## config.mk

```make
export PLATFORM = sky130hd
export DESIGN_NAME = uial_top
export DESIGN_NICKNAME = d
export VERILOG_FILES = /design/src/rtl/uial_pkg.sv /design/src/rtl/uial_sync.sv /design/src/rtl/uial_top.sv
export SDC_FILE = /design/constraint.sdc
export NUM_CORES = 1
export LEC_CHECK = 0
export ABC_AREA = 1
export BUFFER_PORTS_ARGS = -buffer_cell sky130_fd_sc_hd__clkbuf_2
export CAP_MARGIN = 0
export CORE_MARGIN = 10
export CORE_UTILIZATION = 25
export DETAILED_ROUTE_END_ITERATION = 8
export SLEW_MARGIN = 10
export SYNTH_ARGS = -nofsm -noshare
export SYNTH_HDL_FRONTEND = slang
export SYNTH_HIERARCHICAL = 1
export SYNTH_SLANG_ARGS = --single-unit
```

## constraint.sdc

```tcl
create_clock -name i_clock -period 3.1 [get_ports i_clock]
set_input_delay 0.155 -clock i_clock [delete_from_list [all_inputs] [get_ports i_clock]]
set_output_delay 0.155 -clock i_clock [all_outputs]
set_load 0.005 [all_outputs]
```

## src/rtl/uial_pkg.sv

```systemverilog
// package for the user input assertion logic block
`default_nettype none
package uial_pkg;
   // register byte offsets
   localparam logic [7:0] UIAL_OFS_CTRL   = 8'h00;
   localparam logic [7:0] UIAL_OFS_LABEL  = 8'h04;
   localparam logic [7:0] UIAL_OFS_DELAY  = 8'h08;
   localparam logic [7:0] UIAL_OFS_STATUS = 8'h0c;
   localparam logic [7:0] UIAL_OFS_EVENT  = 8'h10;
   localparam logic [7:0] UIAL_OFS_MASK   = 8'h14;
   // control field positions
   localparam int UIAL_CTRL_MODE_LSB = 0;
   localparam int UIAL_CTRL_FUNC_LSB = 4;
   localparam int UIAL_CTRL_RLY_LSB  = 8;
   localparam int UIAL_CTRL_LBL_BIT  = 12;
   localparam logic [31:0] UIAL_LABEL_DEFAULT = 32'h0000_0000;
   localparam logic [31:0] UIAL_ZERO = 32'h0000_0000;
   // relay numbering: selectable auxiliary relays 3..7
   localparam logic [2:0] UIAL_RLY_MIN = 3'h3;
   localparam logic [2:0] UIAL_RLY_MAX = 3'h7;
   localparam int UIAL_RLY_N = 5;
   // pickup delay in units of 10 ms, default 0.00 s
   localparam int UIAL_DLY_UNIT_NS = 10_000_000;
   localparam int UIAL_CLK_NS = 8;
   localparam int UIAL_DLY_UNIT_CYC = UIAL_DLY_UNIT_NS / UIAL_CLK_NS;
   localparam logic [15:0] UIAL_DLY_RESET = 16'h0000;
   // interrupt event bits
   localparam int UIAL_EV_ASSERT = 0;
   localparam int UIAL_EV_CLEAR  = 1;

   typedef enum logic [3:0] {
      UIAL_M_CLOSED     = 4'h0,
      UIAL_M_OPEN       = 4'h1,
      UIAL_M_VON        = 4'h2,
      UIAL_M_VOFF       = 4'h3,
      UIAL_M_CL_AND_VON = 4'h4,
      UIAL_M_CL_AND_VOF = 4'h5,
      UIAL_M_OP_AND_VON = 4'h6,
      UIAL_M_OP_AND_VOF = 4'h7,
      UIAL_M_CL_OR_VON  = 4'h8,
      UIAL_M_CL_OR_VOF  = 4'h9,
      UIAL_M_OP_OR_VON  = 4'ha,
      UIAL_M_OP_OR_VOF  = 4'hb,
      UIAL_M_CL_XOR_VON = 4'hc,
      UIAL_M_CL_XOR_VOF = 4'hd,
      UIAL_M_OP_XOR_VON = 4'he,
      UIAL_M_OP_XOR_VOF = 4'hf
   } uial_mode_t;

   typedef enum logic [1:0] {
      UIAL_F_DISABLED = 2'h0,
      UIAL_F_ALARM    = 2'h1,
      UIAL_F_CONTROL  = 2'h2
   } uial_func_t;

   typedef enum logic [1:0] {
      UIAL_S_IDLE   = 2'h0,
      UIAL_S_PICKUP = 2'h1,
      UIAL_S_ACTIVE = 2'h2
   } uial_state_t;

   typedef struct packed {
      logic        valid;
      logic [31:0] label;
   } uial_msg_t;

   typedef struct packed {
      logic        valid;
      uial_func_t  func;
      logic [2:0]  relay;
   } uial_evt_t;
endpackage : uial_pkg
`default_nettype wire

```

## src/rtl/uial_sync.sv

```systemverilog
// three-stage synchroniser with agreement filter
`default_nettype none
module uial_sync (
   input  wire logic i_clock,
   input  wire logic i_rst,
   input  wire logic i_async,
   output logic      o_level
);
   logic s1;
   logic s2;
   logic s3;
   // s1 only feeds s2; a change counts when s2 and s3 agree
   always_ff @(posedge i_clock) begin
      if (i_rst) begin
         s1 <= 1'b0;
         s2 <= 1'b0;
         s3 <= 1'b0;
         o_level <= 1'b0;
      end else begin
         s1 <= i_async;
         s2 <= s1;
         s3 <= s2;
         if (s2 == s3) begin
            o_level <= s3;
         end
      end
   end
endmodule : uial_sync
`default_nettype wire

```

## src/rtl/uial_top.sv

```systemverilog
// user input assertion logic with apb setpoints and interrupt
// Functional notes
// - closed and virtual off asserts
// - open and virtual on asserts
// - open and virtual off asserts
// - closed or virtual on asserts
// - closed or virtual off asserts
// - open or virtual on asserts
// - open or virtual off asserts
// - closed xor virtual on asserts
// - message shows programmed or default label
// - alarm energises aux relay and LED
// - each assertion logs one recorder event
// - deassertion clears message, relay, LED
// - or modes hold outputs across handover
// - no message while condition false
// - relay selectable 3-7 after pickup delay
// - contact-only modes ignore virtual input
`default_nettype none
module uial_top (
   input  wire logic                 i_clock,
   input  wire logic                 i_rst,
   input  wire logic                 i_contact_closed,
   input  wire logic                 i_virtual_on,
   input  wire logic                 psel,
   input  wire logic                 penable,
   input  wire logic                 pwrite,
   input  wire logic [7:0]           paddr,
   input  wire logic [31:0]          pwdata,
   output logic      [31:0]          prdata,
   output logic                      pready,
   output logic                      pslverr,
   output uial_pkg::uial_msg_t       o_msg,
   output logic      [4:0]           o_aux_relay,
   output logic      [4:0]           o_aux_led,
   output uial_pkg::uial_evt_t       o_event,
   output logic                      o_irq
);
   import uial_pkg::*;

   logic        contact_s;
   logic        virtual_s;
   uial_mode_t  mode;
   uial_func_t  func;
   logic [2:0]  relay_sel;
   logic        label_set;
   logic [31:0] label;
   logic [15:0] delay;
   logic [1:0]  status;
   logic [1:0]  mask;
   logic [31:0] event_count;
   uial_state_t state;
   uial_state_t next_state;
   logic [20:0] unit_cnt;
   logic [15:0] tick_cnt;

   uial_sync u_sync_contact (
      .i_clock (i_clock),
      .i_rst   (i_rst),
      .i_async (i_contact_closed),
      .o_level (contact_s)
   );
   uial_sync u_sync_virtual (
      .i_clock (i_clock),
      .i_rst   (i_rst),
      .i_async (i_virtual_on),
      .o_level (virtual_s)
   );

   // combination of the two synchronised inputs
   logic cl;
   logic op;
   logic von;
   logic vof;
   logic cond;
   assign cl  = contact_s;
   assign op  = ~contact_s;
   assign von = virtual_s;
   assign vof = ~virtual_s;
   always_comb begin
      case (mode)
         UIAL_M_CLOSED:     cond = cl;
         UIAL_M_OPEN:       cond = op;
         UIAL_M_VON:        cond = von;
         UIAL_M_VOFF:       cond = vof;
         UIAL_M_CL_AND_VON: cond = cl & von;
         UIAL_M_CL_AND_VOF: cond = cl & vof;
         UIAL_M_OP_AND_VON: cond = op & von;
         UIAL_M_OP_AND_VOF: cond = op & vof;
         UIAL_M_CL_OR_VON:  cond = cl | von;
         UIAL_M_CL_OR_VOF:  cond = cl | vof;
         UIAL_M_OP_OR_VON:  cond = op | von;
         UIAL_M_OP_OR_VOF:  cond = op | vof;
         UIAL_M_CL_XOR_VON: cond = cl ^ von;
         UIAL_M_CL_XOR_VOF: cond = cl ^ vof;
         UIAL_M_OP_XOR_VON: cond = op ^ von;
         UIAL_M_OP_XOR_VOF: cond = op ^ vof;
         default:           cond = 1'b0;
      endcase
   end

   // pickup delay: delay units of 10 ms each
   logic unit_tick;
   logic delay_done;
   logic enabled;
   assign unit_tick  = (unit_cnt == 21'(UIAL_DLY_UNIT_CYC - 1));
   assign delay_done = (tick_cnt >= delay);
   assign enabled    = (func != UIAL_F_DISABLED);

   always_comb begin
      case (state)
         UIAL_S_IDLE:
            next_state = (cond && enabled) ? UIAL_S_PICKUP : UIAL_S_IDLE;
         UIAL_S_PICKUP:
            if (!cond || !enabled) begin
               next_state = UIAL_S_IDLE;
            end else if (delay_done) begin
               next_state = UIAL_S_ACTIVE;
            end else begin
               next_state = UIAL_S_PICKUP;
            end
         UIAL_S_ACTIVE:
            // or modes: cond stays high while term moves, no gap
            next_state = (cond && enabled) ? UIAL_S_ACTIVE
                                           : UIAL_S_IDLE;
         default:
            next_state = UIAL_S_IDLE;
      endcase
   end

   logic going_active;
   logic going_idle;
   assign going_active = (state != UIAL_S_ACTIVE) &&
                         (next_state == UIAL_S_ACTIVE);
   assign going_idle   = (state == UIAL_S_ACTIVE) &&
                         (next_state != UIAL_S_ACTIVE);

   // one delay unit is over a million cycles, so 21 bits
   always_ff @(posedge i_clock) begin
      if (i_rst || state != UIAL_S_PICKUP) begin
         unit_cnt <= 21'h00_0000;
         tick_cnt <= 16'h0000;
      end else if (unit_tick) begin
         unit_cnt <= 21'h00_0000;
         tick_cnt <= tick_cnt + 16'h0001;
      end else begin
         unit_cnt <= unit_cnt + 21'h00_0001;
      end
   end

   always_ff @(posedge i_clock) begin
      if (i_rst) begin
         state <= UIAL_S_IDLE;
      end else begin
         state <= next_state;
      end
   end

   // outputs
   logic        active;
   logic        show_msg;
   logic [4:0]  relay_onehot;
   logic [2:0]  relay_idx;
   assign active    = (next_state == UIAL_S_ACTIVE);
   assign show_msg  = active && (func == UIAL_F_ALARM);
   assign relay_idx = relay_sel - UIAL_RLY_MIN;
   assign relay_onehot = 5'(5'h01 << relay_idx);

   always_ff @(posedge i_clock) begin
      if (i_rst) begin
         o_msg       <= '0;
         o_aux_relay <= 5'h00;
         o_aux_led   <= 5'h00;
         o_event     <= '0;
      end else begin
         o_msg.valid <= show_msg;
         o_msg.label <= label_set ? label : UIAL_LABEL_DEFAULT;
         o_aux_relay <= active ? relay_onehot : 5'h00;
         o_aux_led   <= active ? relay_onehot : 5'h00;
         o_event.valid <= going_active;
         o_event.func  <= func;
         o_event.relay <= relay_sel;
      end
   end

   // apb slave, zero wait states
   logic wr_en;
   logic rd_en;
   logic hit;
   assign pready  = 1'b1;
   assign wr_en   = psel && penable && pwrite;
   assign rd_en   = psel && penable && !pwrite;
   assign hit     = (paddr == UIAL_OFS_CTRL)  || (paddr == UIAL_OFS_LABEL) ||
                    (paddr == UIAL_OFS_DELAY) || (paddr == UIAL_OFS_STATUS) ||
                    (paddr == UIAL_OFS_EVENT) || (paddr == UIAL_OFS_MASK);
   assign pslverr = psel && penable && !hit;

   logic [2:0] wr_rly;
   logic       rly_ok;
   logic [1:0] ev_set;
   logic       st_rd;
   assign wr_rly = pwdata[UIAL_CTRL_RLY_LSB +: 3];
   assign rly_ok = (wr_rly >= UIAL_RLY_MIN) && (wr_rly <= UIAL_RLY_MAX);
   assign ev_set = {going_idle, going_active};
   assign st_rd  = rd_en && (paddr == UIAL_OFS_STATUS);

   always_ff @(posedge i_clock) begin
      if (i_rst) begin
         mode      <= UIAL_M_CLOSED;
         func      <= UIAL_F_ALARM;
         relay_sel <= UIAL_RLY_MIN;
         label_set <= 1'b0;
         label     <= UIAL_LABEL_DEFAULT;
         delay     <= UIAL_DLY_RESET;
         mask      <= 2'h0;
      end else if (wr_en) begin
         if (paddr == UIAL_OFS_CTRL) begin
            mode      <= uial_mode_t'(pwdata[UIAL_CTRL_MODE_LSB +: 4]);
            func      <= uial_func_t'(pwdata[UIAL_CTRL_FUNC_LSB +: 2]);
            // out-of-range relay numbers keep the old choice
            relay_sel <= rly_ok ? wr_rly : relay_sel;
            label_set <= pwdata[UIAL_CTRL_LBL_BIT];
         end
         if (paddr == UIAL_OFS_LABEL) begin
            label <= pwdata;
         end
         if (paddr == UIAL_OFS_DELAY) begin
            delay <= pwdata[15:0];
         end
         if (paddr == UIAL_OFS_MASK) begin
            mask <= pwdata[1:0];
         end
      end
   end

   // sticky status, set wins over read-clear
   always_ff @(posedge i_clock) begin
      if (i_rst) begin
         status      <= 2'h0;
         event_count <= UIAL_ZERO;
      end else begin
         status <= (st_rd ? 2'h0 : status) | ev_set;
         if (going_active) begin
            event_count <= event_count + 32'h0000_0001;
         end
      end
   end

   assign o_irq = |(status & mask);

   logic [31:0] ctrl_rd;
   assign ctrl_rd = {19'h0, label_set, 1'b0, relay_sel, 2'h0, func, mode};
   always_comb begin
      case (paddr)
         UIAL_OFS_CTRL:   prdata = ctrl_rd;
         UIAL_OFS_LABEL:  prdata = label;
         UIAL_OFS_DELAY:  prdata = {16'h0, delay};
         UIAL_OFS_STATUS: prdata = {28'h0, contact_s, virtual_s, status};
         UIAL_OFS_EVENT:  prdata = event_count;
         UIAL_OFS_MASK:   prdata = {30'h0, mask};
         default:         prdata = UIAL_ZERO;
      endcase
   end

   // checks
   chk_and_mode_cond: assert property (
      @(posedge i_clock) disable iff (i_rst)
      (mode == UIAL_M_CL_AND_VOF) |-> (cond == (contact_s & ~virtual_s)))
      else $error("closed and voff mismatch");
   chk_or_no_gap: assert property (
      @(posedge i_clock) disable iff (i_rst)
      (state == UIAL_S_ACTIVE && (contact_s | virtual_s) && enabled
       && mode == UIAL_M_CL_OR_VON) |=> (state == UIAL_S_ACTIVE))
      else $error("or mode dropped");
   chk_msg_false: assert property (
      @(posedge i_clock) disable iff (i_rst)
      (!cond) |=> !o_msg.valid)
      else $error("message while false");
   chk_event_once: assert property (
      @(posedge i_clock) disable iff (i_rst)
      o_event.valid |=> !o_event.valid)
      else $error("event longer than a pulse");
   chk_relay_range: assert property (
      @(posedge i_clock) disable iff (i_rst)
      (relay_sel >= UIAL_RLY_MIN) && (relay_sel <= UIAL_RLY_MAX))
      else $error("relay out of range");
   chk_clear_outputs: assert property (
      @(posedge i_clock) disable iff (i_rst)
      (state == UIAL_S_ACTIVE && !(cond && enabled))
      |=> (o_aux_relay == 5'h00 && o_aux_led == 5'h00 && !o_msg.valid))
      else $error("outputs held after clear");
   chk_active_relay: assert property (
      @(posedge i_clock) disable iff (i_rst)
      (state == UIAL_S_ACTIVE) |-> ($onehot(o_aux_relay)
       && o_aux_led == o_aux_relay))
      else $error("relay or led not energised");
   chk_event_rise: assert property (
      @(posedge i_clock) disable iff (i_rst)
      going_active |=> (o_event.valid && state == UIAL_S_ACTIVE))
      else $error("assertion without event");
   chk_contact_only: assert property (
      @(posedge i_clock) disable iff (i_rst)
      (mode == UIAL_M_CLOSED || mode == UIAL_M_OPEN)
      |-> (cond == (contact_s ^ (mode == UIAL_M_OPEN))))
      else $error("contact-only mode used virtual input");

   cov_assert: cover property (@(posedge i_clock) o_event.valid);
   cov_clear: cover property (@(posedge i_clock) going_idle);
   cov_irq: cover property (@(posedge i_clock) o_irq);
   cov_or_handover: cover property (@(posedge i_clock)
      (state == UIAL_S_ACTIVE) && $changed({contact_s, virtual_s}));
endmodule : uial_top
`default_nettype wire

```

==> reports/results.tsv, run 1 <==
metric	value	unit
status	complete, but fails checks	
violations	hold timing	
yosysWarnings	6	
overflow	0	
syn_inst	1198	
drt_iter0_drc	515	
grt_use_total	12.6	%
worst_slew_pin_slew	0.984	ns
fin_cells	1769	
root_buffer	clkbuf_16	
port_buffers	129	
yosysSeqAreaShare	42.9	%
ys_ff_latch	185	
setup_violations	0	
num_antenna_cells	0	
maxCapViolCount	0	
highest_layer	met5	
wl_per_cell	15.3	um
finalMaxSlewViolations	0	
crit_type	register to register	
clk_pin_slew	0.08	ns
synth_largest_area_cell	dfxtp_1	
fin_tns_setup	0	ns
vias_per_cell	4.57	
crit_required	3.40	ns
power_density	453	nW/um^2
wl_met2	13500	um
cts_resized	0	
p_sw	1.16	mW
die_w	206	um
grt_pass1_vias	7805	
min_period_over_period	83.4	%
synthArstFlopShare	0	%
ctsLongestPathBuffers	2	
pwr-share-comb	2.5	%
htreeDepth	4	
start_util	25.5	%
total_power	4.65	mW
synth-edff-count	0	
p_seq_share	51.2	%
clkPwrFrac	46.3	%
cp-start-kind	register	
finClkSkew	0.0136	ns
nets	1376	
syn-mean-instance-area	7.20	sq um
wirelength	27200	um
area_growth_syn_to_layout	19.1	%
numCtsBuffers	17	
vias	8092	
synth.top_cell.area_share	42.9	%
ant_nets	0	
netlist_area	8630	sq um
arrival	2.89	ns
dieArea	42300	sq um
fp-row-count	67	
synth.net_count	1266	
intPower	3.50	mW
cp-end-kind	register	
io_pins	131	
wl_met1	11400	um
wl_met3	1370	um
hold_path_class	input pin to register	
relSlewSlack	34.3	%
fmax	0.387	GHz
synth_most_common_cell	nand2_1	
numClockSinks	185	
dr.pass1.iters	4	
final_hold_viol_count	1	
clock_latency	0.44	ns
rsz0062_at_grt	no	
drive_gt1_share	15.1	%
fin_util	30.4	%
synthTopCellsByCount	nand2_1, dfxtp_1, inv_1	
layout_min_cycle_time	2.59	ns
ys_top_cells_by_area	dfxtp_1, nand2_1, a21oi_1	
die_h	206	um
grt_start_max_net_pins	61	
max-vdd-ir-drop	0.000262	V
dp_hpwl	20800	um
swShare	24.8	%
core	33800	sq um
drc	0	
ys.flop_type	dfxtp_1	
antenna_found_initial	1	
synthDistinctLibCells	41	
dp.cells	1731	
cp_max_fo	36	
grt_pass1_wl	42000	um
fin_hold_ws	-0.00297	ns
p_leak	3.90	nW
finalWeightedCongestion	0.944	
tritoncts	done	
-- critical path, cell delays in order, from the launching register on --
cell      delay, ns
dfxtp_1        0.32
inv_1          0.07
ha_1           0.33
a21oi_1        0.14
nand2_1        0.07
a21oi_1        0.17
nand3_1        0.16
nand2_4        0.35
clkinv_2       0.50
o21ai_0        0.21
a21oi_1        0.09
-- layout by cell type (no fill, tap or decap), drive strengths merged --
cell type and count:
dlygate4sd3 6, o22ai 23, o21bai 2, a31oi 1, nor2 146, xor2 34
clkinv 8, nand4 21, nor3 37, a221oi 1, inv 167, a21o 1
xnor2 6, buf 5, o221ai 8, clkinvlp 3, or2 4, ha 21
o2111ai 2, o21ai 79, nor3b 4, dfxtp 185, nor4 7, conb 1
nand2 238, nand3 33, o211ai 3, clkbuf 146, a21oi 129
-- state kept, by name, indices dropped and copies added (netlist names), 5 cells and up --
register,flops
o_msg,33
o_event,6
label,32
delay,16
o_aux_led,5
unit_cnt,21
tick_cnt,16
event_count,32
-- repair_timing --
action / 4_1_cts / 5_1_grt
hold buffers: 6 / 0
setup buffers: 0 / 0
hold endpoints to repair: 6 / 0
endpoints found under the setup margin: 0 / 0
-- routing by layer --
layer,vias up,global-route usage [%]
li1,4087,-
met1,3780,14.5
met2,179,22.3
met3,44,2.66
met4,2,5.06
met5,-,0
-- cells by family (layout without fill, tap and decap cells) --
| kind of cell | Yosys count | in the layout | synth area share, % |
|---|---|---|---|
| adder cells (fa/ha/maj) | 21 | 21 | 3.05 |
| XOR/XNOR | 40 | 40 | 4.06 |
| buffers and inverters | 212 | 335 | 9.89 |
| other | 1 | 1 | 0.0435 |
| flip-flops | 185 | 185 | 42.9 |
| AND/OR/NAND/NOR | 490 | 490 | 24.6 |
| AO/OA/AOI/OAI | 249 | 249 | 15.4 |
-- cell type report --
cell class,count,area [sq um]
repair buffers,140,743
clock inverters,15,155
flip-flops and latches,185,3700
clock buffers,17,425
fillers,3667,23500
multi-input cells,801,4070
well taps,448,561
inverters,163,613
-- metrics by stage --
step                worst slack, ns  instance area [sq um]
finish                        0.514                  10300
global route                  0.206                  10300
CTS                           0.471                  10300
detailed placement            0.487                   9630
global placement              0.532                   9630
floorplan                      1.38                   8630
-- final timing paths --
check | from | end | slack, ns | cells after the start
setup / recovery | delay[11] | event_count[8] | 0.51 | 10
hold / removal | pwdata[31] | label[31] | -0.003 | 3
setup reg to reg | delay[11] | event_count[8] | 0.51 | 10
hold reg to reg | u_sync_contact/s1 | u_sync_contact/s2 | 0.40 | 2
-- power groups by stage --
stage	Clock, mW	Sequential [mW]	Combinational [mW]
floorplan	0	2.44	0.0459
global placement	0	2.44	0.109
detailed placement	0	2.44	0.110
CTS	2.21	2.38	0.117
global route	2.31	2.38	0.130
finish	2.16	2.38	0.116
No activity file was read; power rests on OpenSTA's default activity.
==> run 2, diff against run 1 <==
Settings changed: ABC_AREA 1 to 0.
Clock period 3.1 ns to 2.48 ns, I/O delays scaled along.
==> run 2 against run 1 <==
Against the previous run:
- the flow now finishes without violations
- clock-buffer cell count up 3
- final cell count down 13%
- flip-flop and latch count unchanged
- synthesized cell count down 24%
- non-clock buffer count up 64
- utilization up 2.2 points
- synthesized area down 3.9%
- largest power group unchanged
==> reports/results.tsv, run 2 <==
metric	value	unit	change
status	finished clean		
finalMaxSlewViolations	0		unchanged
overflow	0		unchanged
fin_ws	0.130	ns	-0.384 ns
die_h	202	um	-1.8%
synth.top_cell.area_share	44.7	%	+1.7 points
synthDistinctLibCells	70		+71%
core	32600	sq um	-3.4%
tritoncts	done		
synth_largest_area_cell	dfxtp_1		
port_buffers	129		unchanged
relSlewSlack	45.5	%	+11 points
dp_hpwl	17700	um	-15%
power_density	550	nW/um^2	+21%
nets	1146		-17%
fin_hold_ws	0.116	ns	+0.119 ns
htreeDepth	4		unchanged
clock_latency	0.44	ns	about the same
cp-end-kind	register		
numClockSinks	185		unchanged
layout_min_cycle_time	2.35	ns	-0.236 ns
drive_gt1_share	22.4	%	+7.2 points
fmax	0.425	GHz	+10%
fp-row-count	66		-1.5%
ff_latch_area	3710	sq um	+0.20%
maxCapViolCount	0		unchanged
top_regs	o_msg x33, event_count x32, label x32		
final_hold_viol_count	0		-1
ctsLongestPathBuffers	2		unchanged
grt_pass1_wl	38600	um	-8.1%
drt_iter0_drc	440		-15%
hold_path_class	input pin to register		
grt_use_total	11.6	%	-0.98 points
grt_pass1_vias	6967		-11%
setup_violations	0		unchanged
cp_max_fo	23		-36%
io_pins	131		unchanged
vias	7288		-9.9%
min_period_over_period	94.8	%	+11 points
syn_inst	914		-24%
ys.flop_type	dfxtp_1		
p_leak	3.98	nW	+1.9%
max_stage_delay	0.53	ns	+0.03 ns
largest_register	o_msg		
yosysWarnings	6		unchanged
syn-mean-instance-area	9.07	sq um	+26%
die_w	202	um	-1.8%
root_buffer	clkbuf_16		
finalWeightedCongestion	0.793		-16%
antenna_found_initial	6		+5
crit_required	2.85	ns	-0.55 ns
critPathBufInv	3		+1
finClkSkew	0.0138	ns	+0.000189 ns
arrival	2.72	ns	-0.17 ns
slowest_stage	or4_1		
multiInputGateArea	4310	sq um	+5.8%
layout_common_cells	dfxtp_1, clkbuf_2, nor2_1, nand2_1, mux2i_1		
synth_most_common_cell	dfxtp_1		
crit_family	compound AO/OA/AOI/OAI gates		
numCtsBuffers	17		unchanged
dpl-instance-area	9570	sq um	-0.61%
drc	0		unchanged
max-vdd-ir-drop	0.000473	V	+80%
dp_slack	0.0246	ns	-0.462 ns
cp-start-kind	register		
dieArea	40900	sq um	-3.5%
synthTopCellsByCount	dfxtp_1, nor2_1, nand2_1		
largest_reg_flops	33		unchanged
worst_slew_pin_slew	0.818	ns	-0.166 ns
nFillCells	3387		-7.6%
ant_nets	0		unchanged
finish.instance_area	10600	sq um	+3.5%
dr.pass1.iters	7		+3
vias_per_cell	4.74		+3.6%
worstPathCellList	inv_1 -> ha_1 -> a21oi_1 -> a2111oi_2 -> buf_4 -> a21oi_4 -> buf_12 -> or4_1 -> a21oi_2		
ys_top_cells_by_area	dfxtp_1, mux2i_1, nor2_1		
ys_ff_latch	185		unchanged
netlist_area	8290	sq um	-3.9%
crit_type	register to register		
synth-edff-count	0		unchanged
synth.net_count	982		-22%
yosysSeqAreaShare	44.7	%	+1.7 points
wirelength	24200	um	-11%
rsz0062_at_grt	yes		
clk_pin_slew	0.08	ns	about the same
start_util	25.4	%	-0.12 points
synthArstFlopShare	0	%	unchanged
grt_start_max_net_pins	76		+25%
final_common_cell	dfxtp_1		
wl_per_cell	15.8	um	+2.7%
area_growth_syn_to_layout	28.3	%	
fin_util	32.6	%	+2.2 points
[run 2: cell count changes in the layout (fill, tap and decap cells not counted), sizes merged, moves of 26 or more]
cell         before  now
nand2           238   76
inv             167   40
a21oi           129   53
o21ai            79   11
mux2i             0   52
nor2            146  104
and2              0   38
buf               5   41
or4               0   30
dlygate4sd3       6   34
nor3             37   11
[run 2: report_power, final]
group	total (mW)	internal [mW]	switching [mW]	leakage (nW)
logic	0.165	0.0777	0.0869	2.20
clock network	2.70	1.40	1.31	0.286
registers	2.98	2.97	0.00258	1.49
[run 2: cell type report]
type	instances	area share [%]
antenna	5	0.118
clock buffer	20	4.29
clock inverter	12	1.15
inverter	31	1.09
multi-input combinational	639	40.5
sequential	185	34.9
tap	442	5.20
timing repair buffer	204	12.7
[run 2: worst paths after layout]
path                                     endpoint               from  slack (ns)  cells past startpoint
worst max-delay path              event_count[20]           delay[7]        0.13                      9
worst max register to register    event_count[20]           delay[7]        0.13                      9
worst min-delay path                    status[1]             pwrite        0.12                      4
worst min register to register  u_sync_virtual/s2  u_sync_virtual/s1        0.45                      1
[run 2: per-stage QoR]
step	setup TNS, ns	power (mW)	cells
after floorplan	0	3.10	914
after global placement	0	3.16	1464
after detailed placement	0	3.17	1464
after CTS	0	5.92	1530
after global routing	-0.0260	6.06	1537
final	0	5.85	1538
[run 2: repair_timing]
item | CTS | global route
pin swaps | 0 | 5
buffers inserted | 0 | 2
cloned | 0 | 1
gates resized for setup | 1 | 22
hold endpoints to repair | 58 | 0
hold buffers | 34 | 0
endpoints found under the setup margin | 3 | 30
[run 2: kinds of logic (layout without fill, tap and decap cells)]
family / after synthesis / count (layout) / share of synthesized area (%)
AND/OR/NAND/NOR: 379 / 379 / 24.5
other: 1 / 6 / 0.0452
multiplexers: 56 / 56 / 6.96
buffers and inverters: 90 / 267 / 4.71
XOR/XNOR: 28 / 28 / 2.96
AO/OA/AOI/OAI: 154 / 154 / 13.0
flip-flops: 185 / 185 / 44.7
adder cells (fa/ha/maj): 21 / 21 / 3.17
[run 2: layer usage]
layer / global-route usage [%] / wire length, um / vias to the layer above
li1: - / - / 3622
met1: 13.6 / 10300 / 3477
met2: 20.6 / 12400 / 154
met3: 2.65 / 1030 / 33
met4: 3.65 / 488 / 2
met5: 0 / 7 / -
[run 2: tightest hold or removal path: cells and delay by family]
| family | cells | cell delay [ns] |
|---|---|---|
| AND/OR/NAND/NOR | 2 | 0.23 |
| buffers and inverters | 1 | 0.10 |
| AO/OA/AOI/OAI | 1 | 0.06 |
==> run 3, diff against run 2 <==
Clock period 2.48 ns to 2.06 ns, I/O delays scaled along.
==> run 3 against run 2 <==
Against the previous run:
- the flow now finishes with violations (setup timing)
- wire length grew 8.1%
- combinational power grew 26%
- maximum frequency shrank 2.7%
- register-to-register slack lost 0.49 ns
- flip-flop and latch count is the same
- non-clock buffer count grew 81
- worst hold slack lost 0.086 ns
- cell area grew 11%
- largest cell class unchanged
- largest power group unchanged
==> reports/results.tsv, run 3 (same netlist as run 2, synthesis figures left out) <==
metric	value	unit	change
cp-start-kind	register		
rsz0062_at_grt	yes		
drive_gt1_share	31.8	%	+9.5 points
layout_min_cycle_time	2.42	ns	+0.0652 ns
drc	0		unchanged
die_w	202	um	unchanged
p_sw	1.81	mW	+30%
maxCapViolCount	0		unchanged
drt_iter0_drc	320		-27%
nets	1227		+7.1%
grt_start_max_net_pins	57		-25%
p_seq_share	50.1	%	-0.8 points
fmax	0.414	GHz	-2.7%
fin_ws	-0.356	ns	-0.485 ns
antenna_found_initial	4		-2
overflow	0		unchanged
swShare	25.3	%	+1.4 points
dr.pass1.iters	5		-2
largest_reg_flops	33		unchanged
area_growth_syn_to_layout	41.8	%	
arrival	2.80	ns	+0.08 ns
port_buffers	129		unchanged
crit_required	2.44	ns	-0.41 ns
max_stage_delay	0.50	ns	-0.03 ns
cp-end-kind	register		
grt_pass1_vias	7576		+8.7%
finalWeightedCongestion	0.829		+4.6%
htreeDepth	4		unchanged
wirelength	26200	um	+8.1%
numCtsBuffers	17		unchanged
layout_common_cells	dfxtp_1, clkbuf_2, buf_4, nor2_1, nand2_1		
dpl-instance-area	10200	sq um	+6.7%
vias	7590		+4.1%
wl_per_cell	16.2	um	+2.8%
crit_family	compound AO/OA/AOI/OAI gates		
fin_hold_ws	0.0308	ns	-0.0856 ns
vias_per_cell	4.69		-1.0%
intPower	5.34	mW	+20%
numClockSinks	185		unchanged
clk_pin_slew	0.08	ns	about the same
tritoncts	done		
nFillCells	3291		-2.8%
core	32600	sq um	unchanged
grt_use_total	12.4	%	+0.75 points
ant_nets	0		unchanged
clock_latency	0.46	ns	+0.02 ns
start_util	25.4	%	unchanged
root_buffer	clkbuf_16		
worstPathCellList	inv_2 -> ha_4 -> o21a_1 -> o211ai_1 -> a2111oi_2 -> buf_4 -> a21oi_4 -> clkbuf_16 -> or4_1 -> a21oi_1		
cp_max_fo	10		-57%
pwr-share-comb	2.9	%	about the same
relSlewSlack	52.8	%	+7.4 points
final_hold_viol_count	0		unchanged
status	complete, but fails checks		
finClkSkew	0.0223	ns	+0.00851 ns
dp_slack	-0.331	ns	-0.355 ns
p_leak	4.54	nW	+14%
grt_pass1_wl	40800	um	+5.8%
slowest_stage	or4_1		
ctsLongestPathBuffers	2		unchanged
critPathBufInv	3		unchanged
min_period_over_period	117	%	+22 points
max-vdd-ir-drop	0.000517	V	+9.3%
top_regs	o_msg x33, event_count x32, label x32		
largest_register	o_msg		
io_pins	131		unchanged
worst_slew_pin_slew	0.704	ns	-0.114 ns
violations	setup timing		
crit_type	register to register		
hold_path_class	input pin to register		
dieArea	40900	sq um	unchanged
setup_violations	42		+42
finish.instance_area	11800	sq um	+11%
fp-row-count	66		unchanged
clkPwrFrac	47.0	%	+0.7 points
finalMaxSlewViolations	0		unchanged
final_common_cell	dfxtp_1		
die_h	202	um	unchanged
power_density	608	nW/um^2	+11%
dp_hpwl	18400	um	+4.0%
run 3: stage by stage:
stage,power [mW],std cells,TNS [ns],utilization [%]
final,7.15,1618,-12.19,36.0
after global routing,7.39,1616,-20.28,36.0
after CTS,7.25,1608,-10.72,35.0
after detailed placement,3.82,1537,-10.18,31.3
after global placement,3.82,1537,-9.02,31.3
after floorplan,3.73,914,-2.47,-
run 3: timing repair:
action                                  4_1_cts  5_1_grt
endpoints found under the hold margin        61        0
hold buffers                                 34        0
cloned                                        3        3
gates resized for setup                      21       56
buffers inserted                              2        3
pin swaps                                     4       26
endpoints found under the setup margin       40       50
run 3: final timing paths:
kind,startpoint,endpoint,slack [ns],cells after the start
worst min register to register,u_sync_contact/s1,u_sync_contact/s2,0.45,1
worst max register to register,delay[4],event_count[16],-0.36,10
worst min-delay path,i_rst,status[1],0.03,2
worst max-delay path,delay[4],event_count[16],-0.36,10
run 3: power by group through the flow:
stage                     registers (mW)  logic, mW  clock network, mW
after floorplan                     3.67     0.0618                  0
after global placement              3.67      0.150                  0
after detailed placement            3.67      0.152                  0
after CTS                           3.58      0.207               3.46
after global routing                3.58      0.226               3.58
final                               3.58      0.208               3.36
run 3: area by class of cell:
cell class,count,area [sq um],share of cell area (%)
diodes,4,10.0,0.0851
clock buffers,17,425,3.62
clock inverters,15,201,1.71
inverters,31,116,0.990
multi-input cells,639,4620,39.3
flip-flops and latches,185,3710,31.5
well taps,442,553,4.70
repair buffers,285,2120,18.1
run 3: per-layer routing:
metal,GRT usage [%],part of all wire [%]
met1,13.8,42
met2,22.8,53
met3,2.96,3.4
met4,3.70,1.6
met5,0,0
